--- config.mk ---
export PLATFORM = sky130hd
export DESIGN_NAME = lpms_sequencer
export DESIGN_NICKNAME = d
export VERILOG_FILES = /design/src/lpms_pkg.sv /design/src/lpms_sequencer.sv
export SDC_FILE = /design/constraint.sdc
export NUM_CORES = 1
export LEC_CHECK = 0
export BUFFER_PORTS_ARGS = -buffer_cell sky130_fd_sc_hd__buf_2
export CORE_MARGIN = 2
export CORE_UTILIZATION = 60
export DETAILED_ROUTE_END_ITERATION = 6
export PLACE_DENSITY = 0.82
export SETUP_SLACK_MARGIN = 0.1
export SLEW_MARGIN = 20
export SYNTH_ARGS = -nofsm -noshare
export SYNTH_HDL_FRONTEND = slang
export SYNTH_SLANG_ARGS = --single-unit
--- constraint.sdc ---
create_clock -name pclk -period 5.8 [get_ports pclk]
set_input_delay 1.45 -clock pclk [delete_from_list [all_inputs] [get_ports pclk]]
set_output_delay 1.45 -clock pclk [all_outputs]
set_load 0.01 [all_outputs]
--- src/lpms_pkg.sv ---
// Overview of operation
// - Device starts in power-down and converts nothing until a mode is written.
// - Result registers read zero after reset until a conversion completes.
// - One-shot command runs one conversion, then returns to power-down itself.
// - One-shot result stays unchanged in the data registers afterwards.
// - Continuous modes convert back to back, overwriting data with each result.
// - Continuous mode runs until power-down is written, then stops converting.
// - Ambient, IR, proximity, each one-shot or continuous, selectable in any order.
// - Integration length is an n-bit count of oscillator ticks, n = 4/8/12/16.
// - Ambient and IR results are unsigned, width equal to the resolution.
// - Proximity conversion drives the LED with programmed current and modulation.
// - Alarm pin is active low open drain: pulls low or releases.
// - Alarm status bit is readable in the first control register.
// - Alarm when the result is above upper or below lower threshold.
// - Alarm fires only after the programmed count of consecutive out-of-window results.
// - Signed proximity scheme compares thresholds as two's complement values.
// - Alarm stays until a transfer to the first control register completes.
// - Mode field: 000 off, 001-011 one-shot, 101-111 continuous, 100 reserved.
package lpms_pkg;

  // ****************************************
  // Register indices (byte address = 4 * index)
  // ****************************************
  localparam logic [3:0] LPMS_IDX_CTRL1   = 4'h0;
  localparam logic [3:0] LPMS_IDX_CTRL2   = 4'h1;
  localparam logic [3:0] LPMS_IDX_DATA_L  = 4'h2;
  localparam logic [3:0] LPMS_IDX_DATA_H  = 4'h3;
  localparam logic [3:0] LPMS_IDX_LT_L    = 4'h4;
  localparam logic [3:0] LPMS_IDX_LT_H    = 4'h5;
  localparam logic [3:0] LPMS_IDX_HT_L    = 4'h6;
  localparam logic [3:0] LPMS_IDX_HT_H    = 4'h7;
  localparam logic [3:0] LPMS_IDX_TEST    = 4'h8;

  // ****************************************
  // Reset values
  // ****************************************
  localparam logic [7:0]  LPMS_CTRL_RST   = 8'h00;
  localparam logic [15:0] LPMS_DATA_RST   = 16'h0000;
  localparam logic [15:0] LPMS_LT_RST     = 16'h0000;
  localparam logic [15:0] LPMS_HT_RST     = 16'hFFFF;

  // ****************************************
  // Field positions
  // ****************************************
  localparam int LPMS_OP_LSB      = 5;
  localparam int LPMS_FLAG_BIT    = 2;
  localparam int LPMS_SCHEME_BIT  = 7;
  localparam int LPMS_FREQ_BIT    = 6;
  localparam int LPMS_IS_LSB      = 4;
  localparam int LPMS_RES_LSB     = 2;

  // ****************************************
  // Modes and encodings
  // ****************************************
  localparam logic [2:0] LPMS_OP_OFF      = 3'h0;
  localparam logic [2:0] LPMS_OP_RSVD     = 3'h4;
  localparam logic [1:0] LPMS_Q_PROX      = 2'h3;
  localparam logic [1:0] LPMS_RES_16      = 2'h0;
  localparam logic [1:0] LPMS_RES_12      = 2'h1;
  localparam logic [1:0] LPMS_RES_8       = 2'h2;
  localparam logic [15:0] LPMS_MASK_16    = 16'hFFFF;
  localparam logic [15:0] LPMS_MASK_12    = 16'h0FFF;
  localparam logic [15:0] LPMS_MASK_8     = 16'h00FF;
  localparam logic [15:0] LPMS_MASK_4     = 16'h000F;
  localparam logic [4:0]  LPMS_PERS_1     = 5'h01;
  localparam logic [4:0]  LPMS_PERS_4     = 5'h04;
  localparam logic [4:0]  LPMS_PERS_8     = 5'h08;
  localparam logic [4:0]  LPMS_PERS_16    = 5'h10;

  typedef enum logic [0:0] {
    LPMS_ST_OFF  = 1'b0,
    LPMS_ST_CONV = 1'b1
  } lpms_state_t;

endpackage : lpms_pkg

--- src/lpms_sequencer.sv ---
// Added by the designer: the register offsets and the APB interface to the registers.
`timescale 1ns/100ps
`default_nettype none
module lpms_sequencer
  import lpms_pkg::*;
(
  input  wire logic        pclk,
  input  wire logic        presetn,
  input  wire logic        psel,
  input  wire logic        penable,
  input  wire logic        pwrite,
  input  wire logic [31:0] paddr,
  input  wire logic [31:0] pwdata,
  output var  logic [31:0] prdata,
  output var  logic        pready,
  output var  logic        pslverr,
  input  wire logic        osc_clk,
  input  wire logic [15:0] adc_count,
  output var  logic        led_drive_output,
  output var  logic [1:0]  led_drive_current,
  output var  logic        alarm_n_o,
  output var  logic        alarm_n_oe
);

  // ****************************************
  // State
  // ****************************************
  typedef struct packed {
    logic        osc_s1;
    logic        osc_s2;
    logic        osc_s3;
    logic [15:0] adc_s1;
    logic [15:0] adc_s2;
    logic [2:0]  op;
    logic [1:0]  persist;
    logic [7:0]  ctrl2;
    logic [15:0] data;
    logic [15:0] lt;
    logic [15:0] ht;
    logic        flag;
    logic [4:0]  pcnt;
    logic [15:0] icnt;
    lpms_state_t state;
    logic        led_on;
    logic        pin_lo;
    logic [31:0] prdata;
    logic        pready;
    logic        pslverr;
  } lpms_regs_t;

  lpms_regs_t r_q;
  lpms_regs_t r_d;

  // ****************************************
  // Decoders
  // ****************************************
  function automatic logic [15:0] lpms_res_mask(input logic [1:0] res);
    unique case (res)
      LPMS_RES_16: lpms_res_mask = LPMS_MASK_16;
      LPMS_RES_12: lpms_res_mask = LPMS_MASK_12;
      LPMS_RES_8:  lpms_res_mask = LPMS_MASK_8;
      default:     lpms_res_mask = LPMS_MASK_4;
    endcase
  endfunction : lpms_res_mask

  function automatic logic [4:0] lpms_pers(input logic [1:0] p);
    unique case (p)
      2'h0:    lpms_pers = LPMS_PERS_1;
      2'h1:    lpms_pers = LPMS_PERS_4;
      2'h2:    lpms_pers = LPMS_PERS_8;
      default: lpms_pers = LPMS_PERS_16;
    endcase
  endfunction : lpms_pers

  function automatic logic lpms_is_off(input logic [2:0] op);
    lpms_is_off = (op == LPMS_OP_OFF) || (op == LPMS_OP_RSVD);
  endfunction : lpms_is_off

  function automatic logic [15:0] adc_count_masked(input logic [15:0] v, input logic [15:0] m);
    adc_count_masked = v & m;
  endfunction : adc_count_masked

  // ****************************************
  // Next state
  // ****************************************
  logic [15:0] mask;
  logic [15:0] result;
  logic        signed_cmp;
  logic        out_win;
  logic        osc_tick;
  logic        conv_done;
  logic        xfer;
  logic [3:0]  idx;
  logic        mapped;
  logic        ctrl1_done;
  logic [7:0]  rd_byte;

  always_comb
  begin
    r_d        = r_q;
    mask       = lpms_res_mask(r_q.ctrl2[LPMS_RES_LSB +: 2]);
    osc_tick   = r_q.osc_s2 & ~r_q.osc_s3;
    idx        = paddr[5:2];
    mapped     = (paddr[31:6] == 26'h000_0000) && (idx <= LPMS_IDX_TEST);
    xfer       = psel & penable & r_q.pready;
    ctrl1_done = xfer && mapped && (idx == LPMS_IDX_CTRL1);
    result     = adc_count_masked(r_q.adc_s2, mask);
    signed_cmp = (r_q.op[1:0] == LPMS_Q_PROX) && r_q.ctrl2[LPMS_SCHEME_BIT];
    if (signed_cmp && ((result & ~(mask >> 1)) != 16'h0000))
    begin
      result = result | ~(mask >> 1);
    end

    // ****************************************
    // Window compare
    // ****************************************
    // window comparison
    if (signed_cmp)
    begin
      out_win = ($signed(result) > $signed(r_q.ht)) || ($signed(result) < $signed(r_q.lt));
    end
    else
    begin
      out_win = (result > r_q.ht) || (result < r_q.lt);
    end
    conv_done = (r_q.state == LPMS_ST_CONV) && osc_tick && (r_q.icnt == mask);

    // ****************************************
    // Synchronisers
    // ****************************************
    r_d.osc_s1 = osc_clk;
    r_d.osc_s2 = r_q.osc_s1;
    r_d.osc_s3 = r_q.osc_s2;
    r_d.adc_s1 = adc_count;
    r_d.adc_s2 = r_q.adc_s1;

    // ****************************************
    // Integration counter
    // ****************************************
    if ((r_q.state == LPMS_ST_CONV) && osc_tick)
    begin
      r_d.icnt = conv_done ? 16'h0000 : r_q.icnt + 16'h0001;
    end

    // ****************************************
    // Flag clear
    // ****************************************
    // clear flag at end of a first control register transfer
    if (ctrl1_done)
    begin
      r_d.flag = 1'b0;
    end

    // ****************************************
    // Conversion end
    // ****************************************
    if (conv_done)
    begin
      r_d.data = result;
      // restart persistence when back in window
      if (!out_win)
      begin
        r_d.pcnt = 5'h00;
      end
      else if (r_q.pcnt < LPMS_PERS_16)
      begin
        r_d.pcnt = r_q.pcnt + 5'h01;
      end
      // fire after consecutive count, set wins
      if (out_win && ((r_q.pcnt + 5'h01) >= lpms_pers(r_q.persist)))
      begin
        r_d.flag = 1'b1;
      end
      if (!r_q.op[2])
      begin
        r_d.op    = LPMS_OP_OFF;
        r_d.state = LPMS_ST_OFF;
      end
    end

    // ****************************************
    // APB access
    // ****************************************
    r_d.pready  = psel & penable & ~r_q.pready;
    r_d.pslverr = psel & penable & ~r_q.pready & ~mapped;
    unique case (idx)
      LPMS_IDX_CTRL1:  rd_byte = {r_q.op, 2'b00, r_q.flag, r_q.persist};
      LPMS_IDX_CTRL2:  rd_byte = r_q.ctrl2;
      LPMS_IDX_DATA_L: rd_byte = r_q.data[7:0];
      LPMS_IDX_DATA_H: rd_byte = r_q.data[15:8];
      LPMS_IDX_LT_L:   rd_byte = r_q.lt[7:0];
      LPMS_IDX_LT_H:   rd_byte = r_q.lt[15:8];
      LPMS_IDX_HT_L:   rd_byte = r_q.ht[7:0];
      LPMS_IDX_HT_H:   rd_byte = r_q.ht[15:8];
      default:         rd_byte = 8'h00;
    endcase
    // flag readable in first control register
    if (psel & penable & ~r_q.pready & ~pwrite)
    begin
      r_d.prdata = mapped ? {24'h00_0000, rd_byte} : 32'h0000_0000;
    end

    // ****************************************
    // Register writes
    // ****************************************
    if (xfer && pwrite && mapped)
    begin
      unique case (idx)
        LPMS_IDX_CTRL1:
        begin
          r_d.op      = pwdata[LPMS_OP_LSB +: 3];
          r_d.persist = pwdata[1:0];
          r_d.icnt    = 16'h0000;
          r_d.pcnt    = 5'h00;
          // any mode may follow any other
          r_d.state   = lpms_is_off(pwdata[LPMS_OP_LSB +: 3]) ? LPMS_ST_OFF : LPMS_ST_CONV;
        end
        LPMS_IDX_CTRL2:  r_d.ctrl2      = pwdata[7:0];
        LPMS_IDX_LT_L:   r_d.lt[7:0]    = pwdata[7:0];
        LPMS_IDX_LT_H:   r_d.lt[15:8]   = pwdata[7:0];
        LPMS_IDX_HT_L:   r_d.ht[7:0]    = pwdata[7:0];
        LPMS_IDX_HT_H:   r_d.ht[15:8]   = pwdata[7:0];
        default:         r_d.ht         = r_q.ht;
      endcase
    end

    // ****************************************
    // LED drive
    // ****************************************
    // LED drive during proximity conversion
    if ((r_d.state == LPMS_ST_CONV) && (r_d.op[1:0] == LPMS_Q_PROX))
    begin
      if (!r_q.ctrl2[LPMS_FREQ_BIT])
      begin
        r_d.led_on = 1'b1;
      end
      else if (osc_tick)
      begin
        r_d.led_on = ~r_q.led_on;
      end
    end
    else
    begin
      r_d.led_on = 1'b0;
    end
    r_d.pin_lo = 1'b0;
  end

  // ****************************************
  // Registers
  // ****************************************
  // reset to power-down, data zero
  always_ff @(posedge pclk or negedge presetn)
  begin
    if (!presetn)
    begin
      r_q.osc_s1  <= 1'b0;
      r_q.osc_s2  <= 1'b0;
      r_q.osc_s3  <= 1'b0;
      r_q.adc_s1  <= '0;
      r_q.adc_s2  <= '0;
      r_q.op      <= LPMS_CTRL_RST[LPMS_OP_LSB +: 3];
      r_q.persist <= '0;
      r_q.ctrl2   <= LPMS_CTRL_RST;
      r_q.data    <= LPMS_DATA_RST;
      r_q.lt      <= LPMS_LT_RST;
      r_q.ht      <= LPMS_HT_RST;
      r_q.flag    <= LPMS_CTRL_RST[LPMS_FLAG_BIT];
      r_q.pcnt    <= '0;
      r_q.icnt    <= '0;
      r_q.state   <= LPMS_ST_OFF;
      r_q.led_on  <= 1'b0;
      r_q.pin_lo  <= 1'b0;
      r_q.prdata  <= '0;
      r_q.pready  <= 1'b0;
      r_q.pslverr <= 1'b0;
    end
    else
    begin
      r_q <= r_d;
    end
  end

  // ****************************************
  // Outputs
  // ****************************************
  assign prdata            = r_q.prdata;
  assign pready            = r_q.pready;
  assign pslverr           = r_q.pslverr;
  assign led_drive_output  = r_q.led_on;
  assign led_drive_current = r_q.ctrl2[LPMS_IS_LSB +: 2];
  assign alarm_n_o         = r_q.pin_lo;
  assign alarm_n_oe        = r_q.flag;

endmodule : lpms_sequencer
`default_nettype wire

==> impl_metrics.ini <==
[run_status]
outcome = finished clean

[timing]
maxClockFrequency_mhz = 247
max_slew.worst_pin.slew_ns = 1.14
period_minus_slack_ns = 4.05
hold_viol = 0
unrepaired_setup_endpoints_after_global_routing = no
setup_viol_count_final = 0
drv_slew = 0
rel_slew_slack_pct = 23.4
setup_total_negative_slack_ns = 0
finalClockSkew_ns = 0.00634
final_clock_period_utilization_by_the_worst_path_pct = 69.9

[floorplan]
top_level_ports = 125
fp.dieArea_um2 = 12200
floorplan.rows = 38
floorplan.die.height_um = 110
die_x_um = 110
fp.coreArea_um2 = 10900
initial_util_pct = 62.0

[cts]
cts_hold_buf = 0
worst_skew_pair.late_latency_ns = 0.42
ctsResizeCount = 0
clock_path_buffers = 2
tritoncts = yes
htreeDepth = 4
worst_setup_hold_path_clk_slew_ns = 0.05
clockRootBuffer = clkbuf_16
cts.repair_timing.setup_buffer_count = 0
cts_inserted_buffers = 17
clock-sinks = 130

[hold_path]
worstHoldPathCells = 0
hold_start = r_d[133]
hold-path-endpoint = r_q[133]
worst_hold_path_type = reg2reg

[place]
port_buffers = 73
dp.cells = 865
place_hpwl_um = 11800
place.gp.congestion = 0.964

[logic_synthesis]
seq_area_frac_synth_pct = 48.3
synth_area_um2 = 6780
syn_avg_cell_area_um2 = 9.94
postSynth.asyncResetShare_pct = 100
synth_cell_types = 57
syn-instance-count = 682
ys.warnings.count = 0
number_of_synthesized_flops_with_an_enable_pin = 0
synth.ff_latch_count = 130
synthFlopType = dfrtp_1

[cells_and_area]
final_common_cell = dfrtp_1
area_delta_synth_final_pct = 12.4
antennaDiodeCount = 0
final_cell_mix = dfrtp_1, nand2_1, buf_2, o21ai_0, nor2_1
layout.nets = 868
layout-drive-gt1-share_pct = 20.8
finalNonFillerCells = 894

[power_and_ir_drop]
peakVddDrop_mv = 0.177
power_density_of_the_placed_cells_nw_per_um2 = 266
leakagePower_nw = 3.81

[setup_path]
worst-setup-path-type = reg2reg
required_ns = 6.11
worstPathArrival_ns = 4.36
timing.critical_path.from_type = flop
ff2ff_path_depth = 15
r2r-start = r_q[110]
r2r_slack_ns = 1.75
critical_path.max_fanout = 15
element_type_at_the_critical_path_end = flop
reg2reg_to = alarm_n_oe

[detailed_routing]
first_drt_iteration_drcs = 477
drt-wirelength-per-cell_um = 18.8
drt_pass1_iterations = 5
drc = 0
routed-via-count = 5342
wl_um = 16800
vias_per_cell = 5.98
antenna_violating_nets_post_route = 0

[grt]
grt_max_degree = 62
antenna_violations_before_repair = 0
number_of_global_route_vias_before_repair = 5325
grt_first_pass_wirelength_um = 26600
grt_util_all_layers_pct = 29.6
grt.overflow.total = 0

[job]
drv_cap = 0
==> layout make-up <==
type,count,area [um^2]
inverters,41,154
multi-input cells,477,3090
flip-flops and latches,130,3270
clock inverters,6,57.6
fillers,797,3310
well taps,140,175
clock buffers,23,478
repair buffers,77,398
==> how the worst max path moves through the flow <==
stage,startpoint,end,slack [ns],depth (start not counted)
2_1_floorplan,r_q[110],r_q[54],2.49,15
3_3_place_gp,paddr[3],r_q[59],1.69,7
3_5_place_dp,paddr[3],r_q[59],1.58,7
4_1_cts,r_q[110],r_q[53],1.81,15
5_1_grt,r_q[110],r_q[53],1.49,15
6_report,r_q[110],alarm_n_oe,1.75,15
==> critical path, stage by stage (launching register included) <==
cell and delay (ns):
dfrtp_1 0.66, nor2b_1 0.11, o21ai_0 0.24, o21a_1 0.18
nor2_1 0.06, nand2_1 0.20, o21ai_0 0.22, ha_1 0.40
and3_1 0.16, nand3_1 0.11, or4_1 0.55, o211ai_2 0.13
mux2i_1 0.22, o21a_1 0.23, nor2_1 0.13, o31ai_1 0.33
==> power breakdown <==
group          total, mW  switching (mW)  internal [mW]
logic              0.117          0.0775         0.0392
registers          0.927         0.00541          0.921
clock network      0.985           0.373          0.612
total               2.03           0.456           1.57
==> per-stage QoR <==
step	instance area (um^2)	util (%)	setup WS, ns	hold WS [ns]	power (mW)
6_report	7620	69.7	1.75	0.346	2.03
5_1_grt	7620	69.7	1.49	0.351	2.09
4_1_cts	7620	69.7	1.81	0.347	2.03
3_5_place_dp	7080	64.8	1.58	0.335	1.06
3_3_place_gp	7080	64.8	1.69	0.331	1.05
2_1_floorplan	6870	-	2.49	0.331	1.01
==> flip-flops by register name, indices dropped and copies added (netlist names) <==
name,count
led_drive_output,1
pslverr,1
led_drive_current,2
alarm_n_oe,1
prdata,8
pready,1
r_d,18
r_q,98
==> synth_stat cells, drive strengths merged, types with 8 or more instances <==
master  number  area (um^2)
nand2       90          338
dfrtp      114         2850
xnor2        8         70.1
nor2        49          184
mux2        28          315
ha          38          475
o21ai       53          269
xor2         9         78.8
dfstp       16          420
nor3         8         40.0
a21oi       27          135
nand3       17         85.1
a21o         9         67.6
buf         50          332
o31ai        9         67.6
clkbuf       8         30.0
mux2i       14          140
and3         8         50.1
inv         41          154
==> cell families (layout without fill, tap and decap cells) <==
family	after synthesis	after routing	share of synthesized area, %
compound gates	135	135	12.2
xor+xnor	17	17	2.20
fa+ha+maj	38	38	7.01
buf+inv	99	147	7.60
flops	130	130	48.3
mux	44	44	7.38
other cells	1	25	0.0553
simple gates	218	218	15.3
==> layer usage <==
metal / up-vias / wire [um] / global-route usage [%]
met3: 46 / 1450 / 6.41
met5: - / 0 / 0
met1: 2555 / 6780 / 38.4
li1: 2440 / - / -
met2: 301 / 7980 / 47.1
met4: 0 / 613 / 15.2
(Power assumes the default switching activity.)
